[src/include/pscp_cfg.svh]
// Constants for the serial control port, its frame layout and register map
`ifndef PSCP_CFG_SVH
`define PSCP_CFG_SVH
`define PSCP_FRAME_BITS 32
`define PSCP_DATA_BITS 24
`define PSCP_CNT_W 6
`define PSCP_REG_ID 5'h00
`define PSCP_REG_ENABLE 5'h01
`define PSCP_REG_DRV 5'h08
`define PSCP_REG_GPO 5'h0f
`define PSCP_REG_SEED 5'h1a
`define PSCP_ID_VALUE 24'h00_5a5a
`define PSCP_ENABLE_RST 24'h00_0003
`define PSCP_DRV_RST 24'h00_0020
`define PSCP_GPO_RST 24'h00_0001
`define PSCP_SEED_RST 24'h00_0000
`define PSCP_B_SOFT_RST 5
`define PSCP_B_PIN_SEL 0
`define PSCP_B_SW_EN 1
`define PSCP_B_DRV_EN 5
`define PSCP_B_NO_AUTOMUX 6
`define PSCP_B_KEEP_DRV 7
`define PSCP_B_NO_PULLUP 8
`define PSCP_B_NO_PULLDN 9
`define PSCP_POR_US 250
`define PSCP_CLK_MHZ 50
`define PSCP_POR_CYCLES (`PSCP_POR_US * `PSCP_CLK_MHZ)
`define PSCP_CMD_WRITE 2'h1
`define PSCP_CMD_READ 2'h2
`define PSCP_SCK_HALF 8'h04
`define PSCP_HREG_FRAME 5'h00
`define PSCP_HREG_STATUS 5'h01
`define PSCP_HREG_RX 5'h02
`endif

[src/include/pscp_pkg.sv]
// Types shared by both ends of the serial control port
package pscp_pkg;
	typedef enum logic [2:0] {
		HST_IDLE = 3'b001,
		HST_SHIFT = 3'b010,
		HST_STROBE = 3'b100
	} pscp_hst_state_t;
	typedef struct packed {
		logic [23:0] data;
		logic [4:0] addr;
		logic [2:0] chip;
	} pscp_frame_t;
endpackage : pscp_pkg

[src/include/pscp_if.sv]
// Serial link between host and synthesiser control port
`timescale 1ns/1ps
interface pscp_if;
	logic sck;
	logic serial_data_input;
	logic strobe;
	logic sdo_o;
	logic sdo_oe;
	logic sdo_pu_dis;
	logic sdo_pd_dis;
	modport host (output sck, output serial_data_input, output strobe, input sdo_o, input sdo_oe);
	modport dev (input sck, input serial_data_input, input strobe, output sdo_o, output sdo_oe, output sdo_pu_dis,
		output sdo_pd_dis);
endinterface : pscp_if

[src/rtl/pscp_device.sv]
// Synthesiser serial control port, power-down and shared output pin logic
`timescale 1ns/1ps
`include "pscp_cfg.svh"
module pscp_device import pscp_pkg::*; #(
	parameter int POR_CYCLES = `PSCP_POR_CYCLES
) (
	// Clock and reset
	input wire logic ref_clk_i,
	input wire logic rst_i,
	// Serial link
	pscp_if.dev link,
	// Chip pins and internal signals
	input wire logic chip_enable_pin_i,
	input wire logic [31:0] gpo_sources_i,
	input wire logic freq_select_i,
	// Power and modulator
	output logic por_busy_o,
	output logic power_down_o,
	output logic [5:0] keep_on_o,
	output logic [23:0] phase_accumulator_o,
	output logic [23:0] start_seed_o
);
	typedef struct packed {
		logic [31:0] shift;
		logic [31:0] out_shift;
		logic [4:0] rd_addr;
		logic [23:0] enable_reg;
		logic [23:0] drv_reg;
		logic [23:0] gpo_reg;
		logic [23:0] seed;
		logic [23:0] accum;
		logic addressed;
		logic in_read;
		logic [23:0] por_cnt;
		logic por_busy;
		logic gpo_bit;
	} dev_state_t;
	dev_state_t s_q, s_d;
	// Synchronised link and pin levels
	logic sck_rise; // Serial clock rise after two flops
	logic sdi_s; // Serial data, same latency as the clock
	logic stb_rise; // Frame strobe rise
	logic cen_s; // Chip-enable pin level
	// Readback selection and shared pin controls
	logic [4:0] rd_sel;
	logic [23:0] rd_word;
	logic pin_read_sel;
	logic pin_drive;
	pscp_frame_t fr;

	// Serial clock synchroniser, only its rising edge is used
	pscp_sync u_sck (
		.ref_clk_i(ref_clk_i),
		.rst_i(rst_i),
		.async_i(link.sck),
		.level_o(),
		.rise_o(sck_rise),
		.fall_o()
	);
	// Serial data synchroniser, matched to the clock path
	pscp_sync u_sdi (
		.ref_clk_i(ref_clk_i),
		.rst_i(rst_i),
		.async_i(link.serial_data_input),
		.level_o(sdi_s),
		.rise_o(),
		.fall_o()
	);
	// Frame strobe synchroniser, commit on its rise
	pscp_sync u_stb (
		.ref_clk_i(ref_clk_i),
		.rst_i(rst_i),
		.async_i(link.strobe),
		.level_o(),
		.rise_o(stb_rise),
		.fall_o()
	);
	// Chip-enable pin synchroniser
	pscp_sync u_cen (
		.ref_clk_i(ref_clk_i),
		.rst_i(rst_i),
		.async_i(chip_enable_pin_i),
		.level_o(cen_s),
		.rise_o(),
		.fall_o()
	);

	// Received frame split into its fields
	assign fr = pscp_frame_t'(s_q.shift);

	// Read address in force once this strobe lands, so a reg-0 frame picks the next frame's data
	always_comb begin
		rd_sel = s_q.rd_addr;
		if (stb_rise && fr.chip == 3'h0 && fr.addr == `PSCP_REG_ID) begin
			if (fr.data[`PSCP_B_SOFT_RST]) begin
				rd_sel = 5'h00;
			end else begin
				rd_sel = fr.data[4:0];
			end
		end
	end

	// Readback mux over the register map
	always_comb begin
		case (rd_sel)
			`PSCP_REG_ID: rd_word = `PSCP_ID_VALUE;
			`PSCP_REG_ENABLE: rd_word = s_q.enable_reg;
			`PSCP_REG_DRV: rd_word = s_q.drv_reg;
			`PSCP_REG_GPO: rd_word = s_q.gpo_reg;
			`PSCP_REG_SEED: rd_word = s_q.seed;
			default: rd_word = 24'h00_0000;
		endcase
	end

	// Next state
	always_comb begin
		s_d = s_q;
		s_d.gpo_bit = gpo_sources_i[s_q.gpo_reg[4:0]];
		if (s_q.por_busy) begin
			// Registers held at defaults until the power-on delay ends
			if (s_q.por_cnt == 24'(POR_CYCLES - 1)) begin
				s_d.por_busy = 1'b0;
			end else begin
				s_d.por_cnt = s_q.por_cnt + 24'h00_0001;
			end
		end else begin
			// Serial port runs regardless of power-down
			if (sck_rise) begin
				s_d.shift = {s_q.shift[30:0], sdi_s};
				// First rise presents bit 31, each later rise the next bit
				if (s_q.in_read) begin
					s_d.out_shift = {s_q.out_shift[30:0], 1'b0};
				end
				s_d.in_read = 1'b1;
			end
			if (stb_rise) begin
				s_d.in_read = 1'b0;
				s_d.addressed = (fr.chip == 3'h0);
				if (fr.chip == 3'h0) begin
					case (fr.addr)
						`PSCP_REG_ID: begin
							s_d.rd_addr = fr.data[4:0];
							if (fr.data[`PSCP_B_SOFT_RST]) begin
								s_d.enable_reg = `PSCP_ENABLE_RST;
								s_d.drv_reg = `PSCP_DRV_RST;
								s_d.gpo_reg = `PSCP_GPO_RST;
								s_d.seed = `PSCP_SEED_RST;
								s_d.rd_addr = 5'h00;
							end
						end
						`PSCP_REG_ENABLE: s_d.enable_reg = fr.data;
						`PSCP_REG_DRV: s_d.drv_reg = fr.data;
						`PSCP_REG_GPO: s_d.gpo_reg = fr.data;
						`PSCP_REG_SEED: s_d.seed = fr.data;
						default: s_d.seed = s_q.seed;
					endcase
				end
				// Load readback word for the next frame, MSB first
				s_d.out_shift = {rd_word, 8'h00};
			end
			if (freq_select_i) begin
				s_d.accum = s_q.seed;
			end
		end
	end

	// State register
	always_ff @(posedge ref_clk_i or posedge rst_i) begin
		if (rst_i) begin
			s_q <= '0;
			s_q.enable_reg <= `PSCP_ENABLE_RST;
			s_q.drv_reg <= `PSCP_DRV_RST;
			s_q.gpo_reg <= `PSCP_GPO_RST;
			s_q.seed <= `PSCP_SEED_RST;
			s_q.por_busy <= 1'b1;
		end else begin
			s_q <= s_d;
		end
	end

	// Power-down decision and keep-on overrides
	always_comb begin
		if (s_q.enable_reg[`PSCP_B_PIN_SEL]) begin
			power_down_o = ~cen_s;
		end else begin
			power_down_o = ~s_q.enable_reg[`PSCP_B_SW_EN];
		end
	end
	assign keep_on_o = s_q.enable_reg[7:2];
	assign por_busy_o = s_q.por_busy;
	assign phase_accumulator_o = s_q.accum;
	assign start_seed_o = s_q.seed;

	// Shared pin: read data unless automux is prevented, drive when addressed or kept on
	always_comb begin
		pin_read_sel = s_q.in_read && !s_q.gpo_reg[`PSCP_B_NO_AUTOMUX];
		pin_drive = (s_q.addressed && s_q.in_read) || s_q.gpo_reg[`PSCP_B_KEEP_DRV];
	end
	// Driver-enable bit overrides all, pin stays off during power-on delay
	assign link.sdo_o = pin_read_sel ? s_q.out_shift[31] : s_q.gpo_bit;
	assign link.sdo_oe = s_q.drv_reg[`PSCP_B_DRV_EN] && !s_q.por_busy && pin_drive;
	// Pull sections disabled straight from the output-control bits
	assign link.sdo_pu_dis = s_q.gpo_reg[`PSCP_B_NO_PULLUP];
	assign link.sdo_pd_dis = s_q.gpo_reg[`PSCP_B_NO_PULLDN];
endmodule : pscp_device

[src/rtl/pscp_sync.sv]
// Two-flop synchroniser with edge detection after the second stage
`timescale 1ns/1ps
module pscp_sync (
	// Clock and reset
	input wire logic ref_clk_i,
	input wire logic rst_i,
	// Asynchronous level in, clean level and edges out
	input wire logic async_i,
	output logic level_o,
	output logic rise_o,
	output logic fall_o
);
	logic [2:0] sh_q;
	// Stage one feeds only stage two
	always_ff @(posedge ref_clk_i or posedge rst_i) begin
		if (rst_i) begin
			sh_q <= 3'h0;
		end else begin
			sh_q <= {sh_q[1:0], async_i};
		end
	end
	assign level_o = sh_q[1];
	assign rise_o = sh_q[1] & ~sh_q[2];
	assign fall_o = ~sh_q[1] & sh_q[2];
endmodule : pscp_sync

[src/flat_wrapper.sv]
// flat-port wrapper written by rule: the top's interface ports become plain ports
module pscp_device_flat import pscp_pkg::*;
#(
	parameter int POR_CYCLES = `PSCP_POR_CYCLES
)
  (ref_clk_i, rst_i, chip_enable_pin_i, gpo_sources_i, freq_select_i, por_busy_o, power_down_o, keep_on_o, phase_accumulator_o, start_seed_o, link_sck, link_serial_data_input, link_strobe, link_sdo_o, link_sdo_oe, link_sdo_pu_dis, link_sdo_pd_dis);
  pscp_if link_i ();
  input wire logic ref_clk_i;
  input wire logic rst_i;
  input wire logic chip_enable_pin_i;
  input wire logic [31:0] gpo_sources_i;
  input wire logic freq_select_i;
  output logic por_busy_o;
  output logic power_down_o;
  output logic [5:0] keep_on_o;
  output logic [23:0] phase_accumulator_o;
  output logic [23:0] start_seed_o;
  input wire logic [$bits(link_i.sck)-1:0] link_sck;
  input wire logic [$bits(link_i.serial_data_input)-1:0] link_serial_data_input;
  input wire logic [$bits(link_i.strobe)-1:0] link_strobe;
  output wire logic [$bits(link_i.sdo_o)-1:0] link_sdo_o;
  output wire logic [$bits(link_i.sdo_oe)-1:0] link_sdo_oe;
  output wire logic [$bits(link_i.sdo_pu_dis)-1:0] link_sdo_pu_dis;
  output wire logic [$bits(link_i.sdo_pd_dis)-1:0] link_sdo_pd_dis;
  assign link_i.sck = link_sck;
  assign link_i.serial_data_input = link_serial_data_input;
  assign link_i.strobe = link_strobe;
  assign link_sdo_o = link_i.sdo_o;
  assign link_sdo_oe = link_i.sdo_oe;
  assign link_sdo_pu_dis = link_i.sdo_pu_dis;
  assign link_sdo_pd_dis = link_i.sdo_pd_dis;
  pscp_device #(.POR_CYCLES(POR_CYCLES)) u_core (.ref_clk_i(ref_clk_i), .rst_i(rst_i), .link(link_i), .chip_enable_pin_i(chip_enable_pin_i), .gpo_sources_i(gpo_sources_i), .freq_select_i(freq_select_i), .por_busy_o(por_busy_o), .power_down_o(power_down_o), .keep_on_o(keep_on_o), .phase_accumulator_o(phase_accumulator_o), .start_seed_o(start_seed_o));
endmodule
[config.mk]
export PLATFORM = sky130hd
export DESIGN_NAME = pscp_device_flat
export DESIGN_NICKNAME = d
export VERILOG_FILES = /design/src/include/pscp_pkg.sv /design/src/include/pscp_if.sv /design/src/rtl/pscp_device.sv /design/src/rtl/pscp_sync.sv /design/src/flat_wrapper.sv
export VERILOG_INCLUDE_DIRS = /design/src /design/src/include
export SDC_FILE = /design/constraint.sdc
export NUM_CORES = 1
export LEC_CHECK = 0
export ABC_AREA = 1
export BUFFER_PORTS_ARGS = -buffer_cell sky130_fd_sc_hd__buf_2
export CAP_MARGIN = 10
export CELL_PAD_IN_SITES_DETAIL_PLACEMENT = 0
export CELL_PAD_IN_SITES_GLOBAL_PLACEMENT = 1
export CORE_ASPECT_RATIO = 0.8
export CORE_MARGIN = 1.5
export CORE_UTILIZATION = 45
export DETAILED_ROUTE_END_ITERATION = 7
export PLACE_DENSITY = 0.81
export SYNTH_ARGS = -nofsm -noshare
export SYNTH_HDL_FRONTEND = slang
export SYNTH_SLANG_ARGS = --single-unit
[constraint.sdc]
create_clock -name ref_clk_i -period 22.4 [get_ports ref_clk_i]
set_input_delay 4.48 -clock ref_clk_i [delete_from_list [all_inputs] [get_ports ref_clk_i]]
set_output_delay 4.48 -clock ref_clk_i [all_outputs]
set_load 0.1 [all_outputs]
==> reports/metrics.cfg <==
[worst_setup_path]
crit_type=flip-flop to primary output
r2r-end=u_core.s_q[175]
cp-endpoint=link_sdo_oe
ff2ff_path_depth=14
timing.rr.start=u_core.u_stb.sh_q[2]
worstSetupEndpointType=primary output
path_max_fanout=6
crit_start=u_core.por_busy_o
startpoint_type=flip-flop
arrival_ps=1900
r2r_slack_ps=19150
cp.required_ps=17920

[finish]
n_antenna_cell=0
layout_commonest_cell=nand2_1
nets=1299
regArea_mm2=0.005487
final_cells=1582
final_cell_mix=238 x nand2_1, 214 x dfrtp_1, 144 x o21ai_0
multi_input_area_mm2=0.003762
syn2layout_area_growth_pct=11.61
fillers=2225
utilization_pct=51.46
drive_above_1_share_pct=14.42

[placed_design]
dp_hpwl_mm=16.95
place.gp.congestion=0.9108
dp.cells=1539
pre_cts_ws_ps=15540
port_buffers=98

[die]
dieHeight_um=139.0
start_util_pct=46.11
fp-row-count=49
num_io_pins=99
fp.dieW_um=173.0
dieArea_mm2=0.02404
core_mm2=0.02256

[pwr]
p_per_area_mw_per_mm2=87.42
seq_power_share_pct=42.8
p_sw_mw=0.2820
leakagePower_nw=5.447
comb_power_share_pct=14.1
internal_power_mw=0.7329
peakVddDrop_v=0.00005159
sw_frac_of_total_pct=27.79
p_clk_share_pct=43.1

[run]
cap_violations=0

[sta]
setup_ws_ps=16020
fmax_ghz=0.1568
finalCriticalPeriod_ps=6379
final-setup-viol-count=0
relSlewSlack_pct=28.51
worstMarginPinSlew_ps=1069
finalClockSkew_ps=8.000
finalHoldViolations=0
setup_tns_ps=0
grt_setup_unrepaired=false
drv_slew=0
period_share_pct=28.48
fin_hold_ws_ps=348.1

[global_routing]
grt_max_degree=91
grt_use_total_pct=23.13
grt_pass1_wl_mm=44.63
gr-total-overflow=0
grt_pass1_vias=8168
antenna_found_initial=0

[run_status]
outcome=completed

[synthesis]
synth_cells=1230
synth_top_area_share_pct=51.48
synth_seq_cells=219
yosysWarnings=0
avgSynthCellArea_um2=8.457
synth_area_mm2=0.01040
synth_area_leaders=dfrtp_1 51%, nand2_1 8.6%, o21ai_0 6.9%
ys_types=38
synth_fp_nets=1270
yosysSeqAreaShare_pct=52.74
yosys.area.top_type=dfrtp_1

[clock_tree]
cts_tree=done
ctsHoldBuffers=0
htreeDepth=1
numCtsBuffers=24
cts_root_buf=clkbuf_16
cts_sinks=219
cts_resized=0
clk_latency_ps=520
cts_max_path_buffers=3
path_clk_slew_ps=60
post_cts_buffers=0

[drt]
routed_via_density=5.319
num_vias=8415
first_iter_violations=638
drc_errors=0
firstDrtPassIters=7
wl_per_cell_um=17.32
drt_wl_total_mm=27.40
drt.antenna.violating_nets=0

[hold_path]
hold_path_class=flip-flop to flip-flop

[stage by stage]
stage	power (mW)	area [um2]
after floorplan	0.5434	10400
after global placement	0.5808	10720
after detailed placement	0.5826	10720
after CTS	1.023	11610
after global routing	1.057	11610
final	1.015	11610
[registers in the layout, summed over array words and instances (netlist names), 2 cells and up]
| signal | cells |
|---|---|
| u_core.s_q | 120 |
| u_core.keep_on_o | 6 |
| u_core.start_seed_o | 24 |
| u_core.u_cen.sh_q | 2 |
| u_core.u_sdi.sh_q | 2 |
| u_core.u_stb.sh_q | 3 |
| u_core.u_sck.sh_q | 3 |
| u_core.phase_accumulator_o | 24 |
| u_core.fr | 32 |
[metal layers]
metal	global-route usage, %	routed length [um]
met4	5.263	425
met1	34.45	13060
met5	0	0
met3	5.208	2177
met2	34.34	11740
[cells in the mapped netlist (all sizes together)]
cell type  count
a21oi         36
a31oi          2
a32oi          1
buf           78
clkbuf        31
clkinv         2
dfrtp        214
dfstp          5
ha             1
inv          128
mux2           1
nand2        243
nand3         87
nand3b         3
nand4         15
nor2         112
nor3          12
nor4           5
o2111ai        1
o211ai         1
o21a           1
o21ai        167
o221ai         6
o22ai         56
xnor2          3
xor2          19
[final cells by class]
cell class,instances,share of cell area (%)
Clock buffer,36,6.261
Clock inverter,7,1.379
Inverter,130,4.268
Multi-Input combinational cell,772,32.41
Sequential cell,219,47.26
Tap cell,306,3.298
Timing Repair Buffer,112,5.130
[how the worst min path moves through the flow]
stage	slack [ps]	from	cells after the start	end
2_1_floorplan	330	u_core.u_cen.sh_q[0]	0	u_core.u_cen.sh_q[1]
5_1_grt	340	u_core.u_sdi.sh_q[0]	0	u_core.u_sdi.sh_q[1]
3_5_place_dp	330	u_core.u_sdi.sh_q[0]	0	u_core.u_sdi.sh_q[1]
6_report	350	u_core.u_stb.sh_q[0]	0	u_core.u_stb.sh_q[1]
4_1_cts	340	u_core.u_sdi.sh_q[0]	0	u_core.u_sdi.sh_q[1]
3_3_place_gp	330	u_core.u_stb.sh_q[0]	0	u_core.u_stb.sh_q[1]
[worst max-delay path, stage by stage, from the launching register on]
cell     delay (ps)
dfstp_2         400
inv_1           190
nand2_1          80
a21oi_1         230
buf_2           480
[logic make-up after synthesis]
logic type / after synthesis / synth area share [%]
buffers and inverters: 239 / 11.23
XOR/XNOR: 22 / 1.852
AND/OR/NAND/NOR: 477 / 19.55
multiplexers: 1 / 0.1082
flip-flops: 219 / 52.74
AO/OA/AOI/OAI: 271 / 14.40
adder cells (fa/ha/maj): 1 / 0.1203
[power groups by stage]
stage,Sequential [mW],Clock [mW],Combinational (mW)
after floorplan,0.436,0,0.108
after global placement,0.440,0,0.141
after detailed placement,0.440,0,0.142
after CTS,0.433,0.446,0.144
after global routing,0.437,0.461,0.159
final,0.434,0.438,0.143
No activity file was read; power rests on OpenSTA's default activity.
